--- src/logic/eag_pkg.sv ---
/*
 * shared constants, types and helpers of the effective-address generator.
 * assumes a 32-bit core with 16 general registers and byte/word/longword operands.
 */
package eag_pkg;

    localparam int unsigned DATA_W = 32;
    localparam int unsigned REG_IDX_W = 4;
    localparam int unsigned DISP_W = 12;
    localparam int unsigned DISP4_W = 4;
    localparam int unsigned DISP8_W = 8;
    localparam int unsigned IMM_W = 8;

    localparam logic [31:0] PC_LONG_MASK = 32'hFFFF_FFFC;
    localparam logic [31:0] WORD_RST = 32'h0000_0000;
    localparam logic [3:0] IDX_RST = 4'h0;
    localparam logic [31:0] STEP_BYTE = 32'h0000_0001;
    localparam logic [31:0] STEP_WORD = 32'h0000_0002;
    localparam logic [31:0] STEP_LONG = 32'h0000_0004;
    localparam logic [1:0] SHIFT_BYTE = 2'h0;
    localparam logic [1:0] SHIFT_WORD = 2'h1;
    localparam logic [1:0] SHIFT_LONG = 2'h2;
    localparam logic [1:0] SHIFT_TRAP = 2'h2;

    typedef enum logic [3:0] {
        EA_REG_DIRECT = 4'h0,
        EA_REG_IND = 4'h1,
        EA_POST_INC = 4'h2,
        EA_PRE_DEC = 4'h3,
        EA_REG_DISP = 4'h4,
        EA_IDX_REG = 4'h5,
        EA_GBASE_DISP = 4'h6,
        EA_IDX_GBASE = 4'h7,
        EA_PC_DISP = 4'h8,
        EA_BR_SHORT = 4'h9,
        EA_BR_LONG = 4'hA,
        EA_PC_REG = 4'hB,
        EA_MAC = 4'hC
    } eag_mode_e;

    typedef enum logic [1:0] {
        SZ_BYTE = 2'h0,
        SZ_WORD = 2'h1,
        SZ_LONG = 2'h2
    } eag_size_e;

    typedef enum logic [1:0] {
        IMM_ZERO = 2'h0,
        IMM_SIGN = 2'h1,
        IMM_TRAP = 2'h2
    } eag_imm_e;

    // the unused size code 2'h3 behaves as longword
    function automatic logic [31:0] size_step(input logic [1:0] s);
        case (s)
            SZ_BYTE: size_step = STEP_BYTE;
            SZ_WORD: size_step = STEP_WORD;
            default: size_step = STEP_LONG;
        endcase
    endfunction

    function automatic logic [1:0] size_shift(input logic [1:0] s);
        case (s)
            SZ_BYTE: size_shift = SHIFT_BYTE;
            SZ_WORD: size_shift = SHIFT_WORD;
            default: size_shift = SHIFT_LONG;
        endcase
    endfunction

endpackage

--- src/logic/eag_ext_if.sv ---
/*
 * carrier between the address generator core and its extension unit.
 * assumes both ends sit in the same clock domain; all signals are combinational.
 */
interface eag_ext_if;
    logic [3:0] mode;
    logic [1:0] size;
    logic [11:0] disp;
    logic [7:0] imm;
    logic [1:0] imm_kind;
    logic [31:0] disp_scaled;
    logic [31:0] imm_ext;

    modport core (
        output mode,
        output size,
        output disp,
        output imm,
        output imm_kind,
        input disp_scaled,
        input imm_ext
    );

    modport unit (
        input mode,
        input size,
        input disp,
        input imm,
        input imm_kind,
        output disp_scaled,
        output imm_ext
    );
endinterface

--- src/logic/eag_addr_gen.sv ---
/*
 * effective-address generator: operand addresses, branch targets, register
 * write-back values, extended immediates and sign-extended load data.
 * assumes the decoder presents one request per cycle with register values already read;
 * every result appears registered on the edge after the request.
 */
// What this block does
// RULE_01 - register direct: operand is the selected register's contents, no address
// RULE_02 - register indirect: address equals the selected register unchanged
// RULE_03 - post-increment: address is old value, register then grows by 1/2/4
// RULE_04 - pre-decrement: register shrinks by 1/2/4 first, that value is address and write-back
// RULE_05 - 4-bit displacement zero-extended, scaled by size, added to selected register
// RULE_06 - indexed: address is selected register plus index register zero
// RULE_07 - 8-bit displacement zero-extended, scaled by size, added to global base
// RULE_08 - indexed global base: global base plus index register zero
// RULE_09 - pc data load: 8-bit displacement zero-extended, times 2 or 4, plus pc
// RULE_10 - longword pc data load clears the two low pc bits before adding
// RULE_11 - short branch: 8-bit displacement sign-extended, doubled, plus pc
// RULE_12 - long branch: 12-bit displacement sign-extended, doubled, plus pc
// RULE_13 - register branch: target is pc plus selected register
// RULE_14 - bit-test and logic immediates are zero-extended to 32 bits
// RULE_15 - move, add and compare-equal immediates are sign-extended to 32 bits
// RULE_16 - software trap immediate zero-extended and multiplied by four
// RULE_17 - multiply-accumulate: destination field is a second source, also post-incremented
// RULE_18 - byte and word load data are sign-extended to longword
// RULE_19 - all sums wrap modulo two to the 32, no overflow flag
// RULE_20 - a competing write to the same register beats the increment write-back
module eag_addr_gen (
    // clock and reset
    input wire logic clk_in,
    input wire logic sys_rst_in,
    // request from the decoder
    input wire logic req_valid_in,
    input wire eag_pkg::eag_mode_e mode_in,
    input wire eag_pkg::eag_size_e size_in,
    input wire logic [11:0] disp_in,
    input wire logic [7:0] imm_in,
    input wire eag_pkg::eag_imm_e imm_kind_in,
    // register values
    input wire logic [3:0] sel_idx_in,
    input wire logic [31:0] selected_general_reg_in,
    input wire logic [3:0] dst_idx_in,
    input wire logic [31:0] dst_reg_in,
    input wire logic [31:0] index_reg_zero_in,
    input wire logic [31:0] global_base_reg_in,
    input wire logic [31:0] pc_in,
    // competing register write in the same instruction
    input wire logic ext_wr_en_in,
    input wire logic [3:0] ext_wr_idx_in,
    // load data from the load/store unit
    input wire logic load_valid_in,
    input wire eag_pkg::eag_size_e load_size_in,
    input wire logic [31:0] load_data_in,
    // addresses, targets, register-direct operand and extended immediate
    output logic addr_valid_out,
    output logic [31:0] addr_out,
    output logic addr2_valid_out,
    output logic [31:0] addr2_out,
    output logic target_valid_out,
    output logic [31:0] target_out,
    output logic operand_valid_out,
    output logic [31:0] operand_out,
    output logic [31:0] imm_ext_out,
    // register write-back
    output logic wb_en_out,
    output logic [3:0] wb_idx_out,
    output logic [31:0] wb_val_out,
    output logic wb2_en_out,
    output logic [3:0] wb2_idx_out,
    output logic [31:0] wb2_val_out,
    // extended load data
    output logic load_ext_valid_out,
    output logic [31:0] load_ext_out
);
    eag_ext_if ext_bus ();

    eag_ext_unit u_ext (
        .ext (ext_bus.unit)
    );

    logic addr_valid_d, addr_valid_q, addr2_valid_d, addr2_valid_q;
    logic [31:0] addr_d, addr_q, addr2_d, addr2_q;
    logic target_valid_d, target_valid_q, operand_valid_d, operand_valid_q;
    logic [31:0] target_d, target_q, operand_d, operand_q, imm_ext_d, imm_ext_q;
    logic wb_en_d, wb_en_q, wb2_en_d, wb2_en_q;
    logic [3:0] wb_idx_d, wb_idx_q, wb2_idx_d, wb2_idx_q;
    logic [31:0] wb_val_d, wb_val_q, wb2_val_d, wb2_val_q;
    logic load_ext_valid_d, load_ext_valid_q;
    logic [31:0] load_ext_d, load_ext_q;
    logic [31:0] step;
    logic [31:0] pc_base;

    // request decode and address arithmetic; plain 32-bit adds wrap by construction
    always_comb
    begin
        ext_bus.mode = mode_in;
        ext_bus.size = size_in;
        ext_bus.disp = disp_in;
        ext_bus.imm = imm_in;
        ext_bus.imm_kind = imm_kind_in;
        step = eag_pkg::size_step(size_in);
        pc_base = pc_in;
        if (size_in != eag_pkg::SZ_BYTE && size_in != eag_pkg::SZ_WORD)
        begin
            pc_base = pc_in & eag_pkg::PC_LONG_MASK; // [RULE_10]
        end
        addr_valid_d = 1'b0;
        addr_d = eag_pkg::WORD_RST;
        addr2_valid_d = 1'b0;
        addr2_d = eag_pkg::WORD_RST;
        target_valid_d = 1'b0;
        target_d = eag_pkg::WORD_RST;
        operand_valid_d = 1'b0;
        operand_d = eag_pkg::WORD_RST;
        wb_en_d = 1'b0;
        wb_idx_d = sel_idx_in;
        wb_val_d = eag_pkg::WORD_RST;
        wb2_en_d = 1'b0;
        wb2_idx_d = dst_idx_in;
        wb2_val_d = eag_pkg::WORD_RST;
        imm_ext_d = ext_bus.imm_ext;
        if (req_valid_in)
        begin
            unique case (mode_in)
                eag_pkg::EA_REG_DIRECT:
                begin
                    operand_valid_d = 1'b1;
                    operand_d = selected_general_reg_in; // [RULE_01]
                end
                eag_pkg::EA_REG_IND:
                begin
                    addr_valid_d = 1'b1;
                    addr_d = selected_general_reg_in; // [RULE_02]
                end
                eag_pkg::EA_POST_INC:
                begin
                    addr_valid_d = 1'b1;
                    addr_d = selected_general_reg_in; // [RULE_03]
                    wb_en_d = 1'b1;
                    wb_val_d = selected_general_reg_in + step; // [RULE_03] [RULE_19]
                end
                eag_pkg::EA_PRE_DEC:
                begin
                    addr_valid_d = 1'b1;
                    addr_d = selected_general_reg_in - step; // [RULE_04] [RULE_19]
                    wb_en_d = 1'b1;
                    wb_val_d = selected_general_reg_in - step; // [RULE_04]
                end
                eag_pkg::EA_REG_DISP:
                begin
                    addr_valid_d = 1'b1;
                    addr_d = selected_general_reg_in + ext_bus.disp_scaled; // [RULE_05]
                end
                eag_pkg::EA_IDX_REG:
                begin
                    addr_valid_d = 1'b1;
                    addr_d = selected_general_reg_in + index_reg_zero_in; // [RULE_06]
                end
                eag_pkg::EA_GBASE_DISP:
                begin
                    addr_valid_d = 1'b1;
                    addr_d = global_base_reg_in + ext_bus.disp_scaled; // [RULE_07]
                end
                eag_pkg::EA_IDX_GBASE:
                begin
                    addr_valid_d = 1'b1;
                    addr_d = global_base_reg_in + index_reg_zero_in; // [RULE_08]
                end
                eag_pkg::EA_PC_DISP:
                begin
                    addr_valid_d = 1'b1;
                    addr_d = pc_base + ext_bus.disp_scaled; // [RULE_09]
                end
                eag_pkg::EA_BR_SHORT, eag_pkg::EA_BR_LONG:
                begin
                    target_valid_d = 1'b1;
                    target_d = pc_in + ext_bus.disp_scaled; // [RULE_11] [RULE_12]
                end
                eag_pkg::EA_PC_REG:
                begin
                    target_valid_d = 1'b1;
                    target_d = pc_in + selected_general_reg_in; // [RULE_13]
                end
                eag_pkg::EA_MAC:
                begin
                    // both operand pointers advance; they are two independent updates
                    addr_valid_d = 1'b1;
                    addr_d = selected_general_reg_in;
                    wb_en_d = 1'b1;
                    wb_val_d = selected_general_reg_in + step;
                    addr2_valid_d = 1'b1;
                    addr2_d = dst_reg_in; // [RULE_17]
                    wb2_en_d = 1'b1;
                    wb2_val_d = dst_reg_in + step; // [RULE_17]
                end
                default: addr_valid_d = 1'b0;
            endcase
            // the loaded or moved value must survive, so the pointer update yields
            if (ext_wr_en_in && ext_wr_idx_in == sel_idx_in)
            begin
                wb_en_d = 1'b0; // [RULE_20]
            end
            if (ext_wr_en_in && ext_wr_idx_in == dst_idx_in)
            begin
                wb2_en_d = 1'b0; // [RULE_20]
            end
        end
    end

    // load data extension
    always_comb
    begin
        load_ext_valid_d = load_valid_in;
        case (load_size_in)
            eag_pkg::SZ_BYTE: load_ext_d = {{24{load_data_in[7]}}, load_data_in[7:0]}; // [RULE_18]
            eag_pkg::SZ_WORD: load_ext_d = {{16{load_data_in[15]}},
                load_data_in[15:0]}; // [RULE_18]
            default: load_ext_d = load_data_in;
        endcase
    end

    always_ff @(posedge clk_in)
    begin
        if (sys_rst_in)
        begin
            addr_valid_q <= 1'b0;
            addr_q <= eag_pkg::WORD_RST;
            addr2_valid_q <= 1'b0;
            addr2_q <= eag_pkg::WORD_RST;
            target_valid_q <= 1'b0;
            target_q <= eag_pkg::WORD_RST;
            operand_valid_q <= 1'b0;
            operand_q <= eag_pkg::WORD_RST;
            imm_ext_q <= eag_pkg::WORD_RST;
            wb_en_q <= 1'b0;
            wb_idx_q <= eag_pkg::IDX_RST;
            wb_val_q <= eag_pkg::WORD_RST;
            wb2_en_q <= 1'b0;
            wb2_idx_q <= eag_pkg::IDX_RST;
            wb2_val_q <= eag_pkg::WORD_RST;
            load_ext_valid_q <= 1'b0;
            load_ext_q <= eag_pkg::WORD_RST;
        end
        else
        begin
            addr_valid_q <= addr_valid_d;
            addr_q <= addr_d;
            addr2_valid_q <= addr2_valid_d;
            addr2_q <= addr2_d;
            target_valid_q <= target_valid_d;
            target_q <= target_d;
            operand_valid_q <= operand_valid_d;
            operand_q <= operand_d;
            imm_ext_q <= imm_ext_d;
            wb_en_q <= wb_en_d;
            wb_idx_q <= wb_idx_d;
            wb_val_q <= wb_val_d;
            wb2_en_q <= wb2_en_d;
            wb2_idx_q <= wb2_idx_d;
            wb2_val_q <= wb2_val_d;
            load_ext_valid_q <= load_ext_valid_d;
            load_ext_q <= load_ext_d;
        end
    end

    assign addr_valid_out = addr_valid_q;
    assign addr_out = addr_q;
    assign addr2_valid_out = addr2_valid_q;
    assign addr2_out = addr2_q;
    assign target_valid_out = target_valid_q;
    assign target_out = target_q;
    assign operand_valid_out = operand_valid_q;
    assign operand_out = operand_q;
    assign imm_ext_out = imm_ext_q;
    assign wb_en_out = wb_en_q;
    assign wb_idx_out = wb_idx_q;
    assign wb_val_out = wb_val_q;
    assign wb2_en_out = wb2_en_q;
    assign wb2_idx_out = wb2_idx_q;
    assign wb2_val_out = wb2_val_q;
    assign load_ext_valid_out = load_ext_valid_q;
    assign load_ext_out = load_ext_q;
endmodule

--- src/logic/eag_ext_unit.sv ---
/*
 * displacement extension and scaling, and immediate extension.
 * assumes the decoder places every displacement right-aligned in the 12-bit field.
 */
module eag_ext_unit (
    eag_ext_if.unit ext
);
    logic [11:0] d;

    always_comb
    begin
        d = ext.disp;
        case (ext.mode)
            eag_pkg::EA_REG_DISP:
            begin
                ext.disp_scaled = {28'h0000000, d[3:0]}
                    << eag_pkg::size_shift(ext.size); // [RULE_05]
            end
            eag_pkg::EA_GBASE_DISP:
            begin
                ext.disp_scaled = {24'h000000, d[7:0]}
                    << eag_pkg::size_shift(ext.size); // [RULE_07]
            end
            eag_pkg::EA_PC_DISP:
            begin
                // no byte form exists here, so byte scales as word
                if (ext.size == eag_pkg::SZ_BYTE || ext.size == eag_pkg::SZ_WORD)
                begin
                    ext.disp_scaled = {23'h000000, d[7:0], 1'b0}; // [RULE_09]
                end
                else
                begin
                    ext.disp_scaled = {22'h000000, d[7:0], 2'h0}; // [RULE_09]
                end
            end
            eag_pkg::EA_BR_SHORT:
            begin
                ext.disp_scaled = {{23{d[7]}}, d[7:0], 1'b0}; // [RULE_11]
            end
            eag_pkg::EA_BR_LONG:
            begin
                ext.disp_scaled = {{19{d[11]}}, d[11:0], 1'b0}; // [RULE_12]
            end
            default:
            begin
                ext.disp_scaled = eag_pkg::WORD_RST;
            end
        endcase
        case (ext.imm_kind)
            eag_pkg::IMM_SIGN: ext.imm_ext = {{24{ext.imm[7]}}, ext.imm}; // [RULE_15]
            eag_pkg::IMM_TRAP: ext.imm_ext = {22'h000000, ext.imm, 2'h0}; // [RULE_16]
            default: ext.imm_ext = {24'h000000, ext.imm}; // [RULE_14]
        endcase
    end
endmodule

--- config.mk ---
export PLATFORM = sky130hd
export DESIGN_NAME = eag_addr_gen
export DESIGN_NICKNAME = d
export VERILOG_FILES = /design/src/logic/eag_pkg.sv /design/src/logic/eag_ext_if.sv /design/src/logic/eag_addr_gen.sv /design/src/logic/eag_ext_unit.sv
export SDC_FILE = /design/constraint.sdc
export NUM_CORES = 1
export LEC_CHECK = 0
export ABC_CLOCK_PERIOD_IN_PS = 12900
export BUFFER_PORTS_ARGS = -buffer_cell sky130_fd_sc_hd__buf_2
export CAP_MARGIN = 0
export CORE_AREA = 4 4 196 198
export CTS_CLUSTER_DIAMETER = 40
export CTS_CLUSTER_SIZE = 16
export DETAILED_ROUTE_END_ITERATION = 7
export DIE_AREA = 0 0 200 202
export GPL_ROUTABILITY_DRIVEN = 0
export PLACE_DENSITY = 0.74
export SLEW_MARGIN = 30
export SYNTH_ARGS = -nofsm -noshare
export SYNTH_HDL_FRONTEND = slang
export SYNTH_SLANG_ARGS = --single-unit
--- constraint.sdc ---
create_clock -name clk_in -period 12.9 [get_ports clk_in]
set_clock_uncertainty 0.2 [all_clocks]
set_input_delay 0.645 -clock clk_in [delete_from_list [all_inputs] [get_ports clk_in]]
set_output_delay 0.645 -clock clk_in [all_outputs]
set_load 0.05 [all_outputs]
# Word level (Yosys, flattened, before mapping)
# Index checks and enable logic that the tools add are counted.
[totals]
inputBits = 239
register_bits = 271
elab_cells = 87
[op_classes]
n_mux = 17
bitwise_logic = 3
addsub = 10
shift = 2
n_eq_ne = 19
reduce_logical = 19
[ops]
columns = ["op", "n"]
rows = [
  ["32-bit adder", 9],
  ["32-bit one-hot mux with 2 select lines", 4],
  ["32-bit one-hot mux with 7 select lines", 1],
  ["32-bit one-hot mux with 5 select lines", 1],
  ["4-bit by 2-bit << shifter with 32-bit output", 1],
  ["8-bit by 2-bit << shifter with 32-bit output", 1],
  ["32-bit subtractor", 1],
  ["3-bit OR reduction", 7],
  ["4-bit equality test, second input constant", 5],
  ["4-bit by 3-bit equality test with 1-bit output, second input constant", 4],
  ["10-bit 2-to-1 mux", 1],
  ["9-bit OR reduction", 1],
  ["4-bit by 2-bit equality test with 1-bit output, second input constant", 2],
  ["4-bit equality test", 2],
  ["2-bit by 1-bit equality test with 1-bit output, second input constant", 3],
  ["2-bit 2-to-1 mux", 3],
  ["3-bit one-hot mux with 2 select lines", 1],
  ["2-bit OR reduction", 3],
  ["1-bit 2-to-1 mux", 5],
  ["4-bit by 1-bit equality test with 1-bit output, second input constant", 1],
  ["2-bit logical NOT", 2],
  ["4-bit logical NOT", 1],
  ["2-bit one-hot mux with 2 select lines", 1],
  ["1-bit logical AND", 3],
  ["other kinds (5)", 7],
]

# Longest topological paths before layout
[depth]
word_depth = 7
mapped_depth = 19
ltp_nobuf = 17

# Modules after synthesis
# From an unflattened synthesis, not the netlist that was laid out.
[hier_totals]
cells_unflattened = 2108
hier_area_um2 = 17088.9
[modules_own_cells]
columns = ["module", "seq_area_each_um2", "area_per_inst_um2", "instances", "cells_per_inst"]
rows = [
  ["eag_addr_gen", 5425.2, 16121.7, 1, 1972],
  ["eag_ext_unit", 0.0, 967.2, 1, 136],
]

# Worst setup path before layout
# No wires, ideal clock.
[synth_path]
path_type = "input-to-reg"
start = "in mode_in[0]"
end = "reg addr_q[31] (netlist: addr_out[31])"
path_slack_ps = 8198
t_arrival_ps = 4372
setup_time_ps = 130
stages = 17
n_path_buf = 4
required_ps = 12570
path_cell_list = "clkbuf_1 -> and2_0 -> clkbuf_1 -> nand2_1 -> clkbuf_1 -> mux2_2 -> ha_1 -> buf_2 -> a211o_1 -> a311o_1 -> and2_1 -> o311ai_1 -> a21oi_1 -> or4_1 -> a31o_1 -> xnor2_1 -> o22ai_1"
[synth_between]
elab_chain_cells = 4
[synth_rtl]
columns = ["item", "line", "text"]
rows = [
  ["start: declaration", "eag_addr_gen.sv:34", "input wire eag_pkg::eag_mode_e mode_in,"],
  ["4-bit equality test (tied with other cells)", "eag_ext_unit.sv:13", "case (ext.mode)"],
  ["32-bit one-hot mux with 5 select lines", "eag_ext_unit.sv:13", ""],
  ["32-bit adder, on equally long branches", "eag_addr_gen.sv:172, eag_addr_gen.sv:152, eag_addr_gen.sv:162", ""],
  ["32-bit one-hot mux with 7 select lines (*)", "eag_addr_gen.sv:124", "unique case (mode_in)"],
  ["end signal: assignment", "eag_addr_gen.sv:227", "addr_q <= eag_pkg::WORD_RST;"],
  ["end signal: assignment", "eag_addr_gen.sv:247", "addr_q <= addr_d;"],
  ["end: declaration", "eag_addr_gen.sv:82", "logic [31:0] addr_d, addr_q, addr2_d, addr2_q;"],
]
# Mark *: on every way between the ends. The rest lies on a longest branch, timed or not.
# A chain may end at the register's enable or synchronous reset.

# Final worst setup path
[layout_path]
start = "in mode_in[2]"
end = "reg target_q[30] (netlist: target_out[30])"
[layout_between]
elab_chain_cells = 4
[layout_rtl]
columns = ["item", "line", "text"]
rows = [
  ["4-bit equality test (tied with other cells)", "eag_addr_gen.sv:124, eag_ext_unit.sv:13", ""],
  ["32-bit one-hot mux with 5 select lines", "eag_ext_unit.sv:13", ""],
  ["32-bit adder", "eag_addr_gen.sv:177", "target_d = pc_in + ext_bus.disp_scaled;"],
  ["32-bit one-hot mux with 2 select lines (*)", "eag_addr_gen.sv:124", ""],
  ["end signal: assignment", "eag_addr_gen.sv:231", "target_q <= eag_pkg::WORD_RST;"],
  ["end signal: assignment", "eag_addr_gen.sv:251", "target_q <= target_d;"],
  ["end: declaration", "eag_addr_gen.sv:84", "logic [31:0] target_d, target_q, operand_d, operand_q, imm_ext_d, imm_ext_q;"],
]
# Marks and branches as above.

==> results.ini <==
[yosys]
syn_area_per_cell_um2 = 7.870
async_flop_share_pct = 0
yosys.area.top_type = dfxtp_1
yosysSeqAreaShare_pct = 31.01
synth_area_leaders = dfxtp_1 (31%), ha_1 (8.1%), a21oi_1 (5.6%), nand2_1 (5.4%), nor2_1 (4.5%)
synth_edf_count = 0
synthesis.nets = 2400
synth.cell_area_um2 = 16140
yosys-top-cells-count = dfxtp_1 (250), nand2_1 (232), nor2_1 (192)
synthMostInstantiatedCell = dfxtp_1
synth_top_area_share_pct = 31.01
syn-instance-count = 2051
yosys_most_used_dff = dfxtp_1
yosysWarnings = 0
ys_types = 80
synth-seq-cells = 250

[detailed_routing]
wl_per_cell_um = 21.69
drt_first_pass_iters = 7
vias = 17506
drtAntennaViolNets = 0
routed_wl_um = 64560
vias_per_cell = 5.882
drc_errors = 0
detail_route.iter0.violations = 2064

[sta]
period_share_pct = 39.61
setup_violations = 0
tightest_slew_ns = 1.058
fin_ws_ns = 7.791
worst_hold_slack_ns = 0.1037
clock.fmax_mhz = 195.7
worst_slew_margin_rel_pct = 29.18
hold_viol = 0
setup-tns-final_ns = 0
finalMaxSlewViolations = 0
rsz0062_at_grt = false
timing.final.crit_period_ns = 5.109

[placed_design]
place_ws_ns = 7.423
dp.cells = 2904
post-dp-hpwl_um = 50580
io_buffers = 509

[cts]
cts_root_buffer = clkbuf_16
path_clk_slew_ns = 0.06
postCtsSetupRepairBufs = 0
cts_buffer_depth = 3
numClockSinks = 250
hold_buffers = 0
ctsResizeCount = 0
cts_tree = yes
htreeDepth = 2
numCtsBuffers = 39

[floorplanning]
die_w_um = 200
core.rowCount = 70
initial_core_util_pct = 44.20
pin_count = 510
dieArea_um2 = 40400
fp.coreArea_um2 = 36520
die_h_um = 202

[pwr]
pwr_density_cell_nw_per_um2 = 120.8
peakVddDrop_v = 0.0001114
p_leak_nw = 9.780

[global_route]
grt_max_degree = 55
grt_busiest_layer = met2
use_met3_pct = 6.701
grt_pass1_vias = 16511
grt_pass1_wl_um = 95680
grt_usage_pct = 30.11
met2_usage_pct = 49.88
met1_usage_pct = 36.86
antenna_found_initial = 5
overflow = 0

[critical_path]
path_class = in2reg
critPathMaxFanout = 10
crit_arrival_ns = 5.39
cp.required_ns = 13.18
endpoint_kind = flop
crit_path_start_kind = input port

[cells_and_area]
seqCellArea_um2 = 5005
fin_cells = 2976
area_growth_pct = 24.77
drive_gt1_share_pct = 26.49
finalNetCount = 2826
fillCellCount = 3376
multi_input_area_um2 = 10370

[hold_path]
holdCritPathClass = in2reg

[flow_run]
cap_viol_max_count = 0

[run_status]
status = completed

registers in the layout, summed over array words and instances, names as in the netlist, 4 cells and up:
signal,count
addr_out,32
wb2_idx_out,4
imm_ext_out,11
wb_idx_out,4
operand_out,32
addr2_out,32
target_out,32
load_ext_out,32
wb2_val_out,32
wb_val_out,32
metrics by stage:
step	power [mW]	instance area [um2]	util, %
after detailed placement	1.361	18800	51.47
after global placement	1.352	18800	51.47
after global routing	2.528	20140	55.15
after floorplan	1.193	16140	-
final	2.434	20140	55.15
after CTS	2.438	20140	55.14
power breakdown:
group | internal, mW | switching (mW)
Clock | 0.645 | 0.427
Sequential | 0.792 | 0.00579
Combinational | 0.193 | 0.371
cell type report:
type | instances | share of cell area (%)
well taps | 468 | 2.907
diodes | 1 | 0.01242
clock buffers | 44 | 5.193
inverters | 42 | 0.7828
clock inverters | 27 | 1.454
flip-flops and latches | 250 | 24.85
repair buffers | 527 | 13.32
multi-input cells | 1617 | 51.48
per-layer routing:
layer  up-vias  part of all wire [%]
met3       217                    11
met2      1134                    46
met4         8                   5.4
li1       8116                     -
met1      8031                    37
met5         -                 0.077
cells in the final DEF, fill, tap and decap left out, types with 7 or more instances in the layout:
| master | instances |
|---|---|
| mux2i_1 | 11 |
| or3_1 | 8 |
| nand2b_1 | 19 |
| buf_4 | 18 |
| clkbuf_16 | 40 |
| a211oi_1 | 21 |
| xnor2_1 | 67 |
| a221oi_1 | 15 |
| nand3_1 | 43 |
| dfxtp_1 | 250 |
| inv_1 | 40 |
| nand2_1 | 232 |
| o211ai_1 | 7 |
| ha_1 | 104 |
| nor2_1 | 190 |
| xor2_1 | 55 |
| nor2b_1 | 37 |
| a22oi_1 | 46 |
| o221ai_1 | 8 |
| inv_8 | 8 |
| a21oi_1 | 181 |
| o21ai_0 | 113 |
| and3_1 | 25 |
| nand4_1 | 11 |
| nor4_1 | 10 |
| a31oi_1 | 19 |
| a221o_1 | 7 |
| o21a_1 | 14 |
| a21o_1 | 69 |
| and2_1 | 82 |
| nor3_1 | 44 |
| o31ai_1 | 10 |
| or2_2 | 12 |
| o22ai_1 | 13 |
| o21bai_1 | 15 |
| mux2_2 | 34 |
| buf_2 | 509 |
cell families after synthesis:
kind of cell             Yosys count  share of synthesized area (%)
AND/OR/NAND/NOR                  749                          22.34
AO/OA/AOI/OAI                    591                          23.34
flip-flops                       250                          31.01
buffers and inverters            184                          4.837
XOR/XNOR                         122                          6.620
adder cells (fa/ha/maj)          110                          8.806
multiplexers                      45                          3.054
worst max-delay path: stages:
cell and delay (ns):
buf_2 0.12, nor2b_1 0.18, nor2b_1 0.19, nor2_1 0.83
nor2_1 0.16, a221oi_1 0.24, o21ai_0 0.16, a21o_1 0.18
ha_1 0.32, a21oi_1 0.27, o21ai_0 0.17, a21oi_1 0.56
a211oi_1 0.26, o311ai_1 0.42, a31oi_1 0.19, o31ai_1 0.27
mux2i_1 0.21
worst paths after layout:
path	endpoint	startpoint	slack, ns	cells after the start
max	target_out[30]	mode_in[2]	7.79	17
min	addr2_out[2]	dst_reg_in[2]	0.10	2
Power figures use the tool's default switching activity.
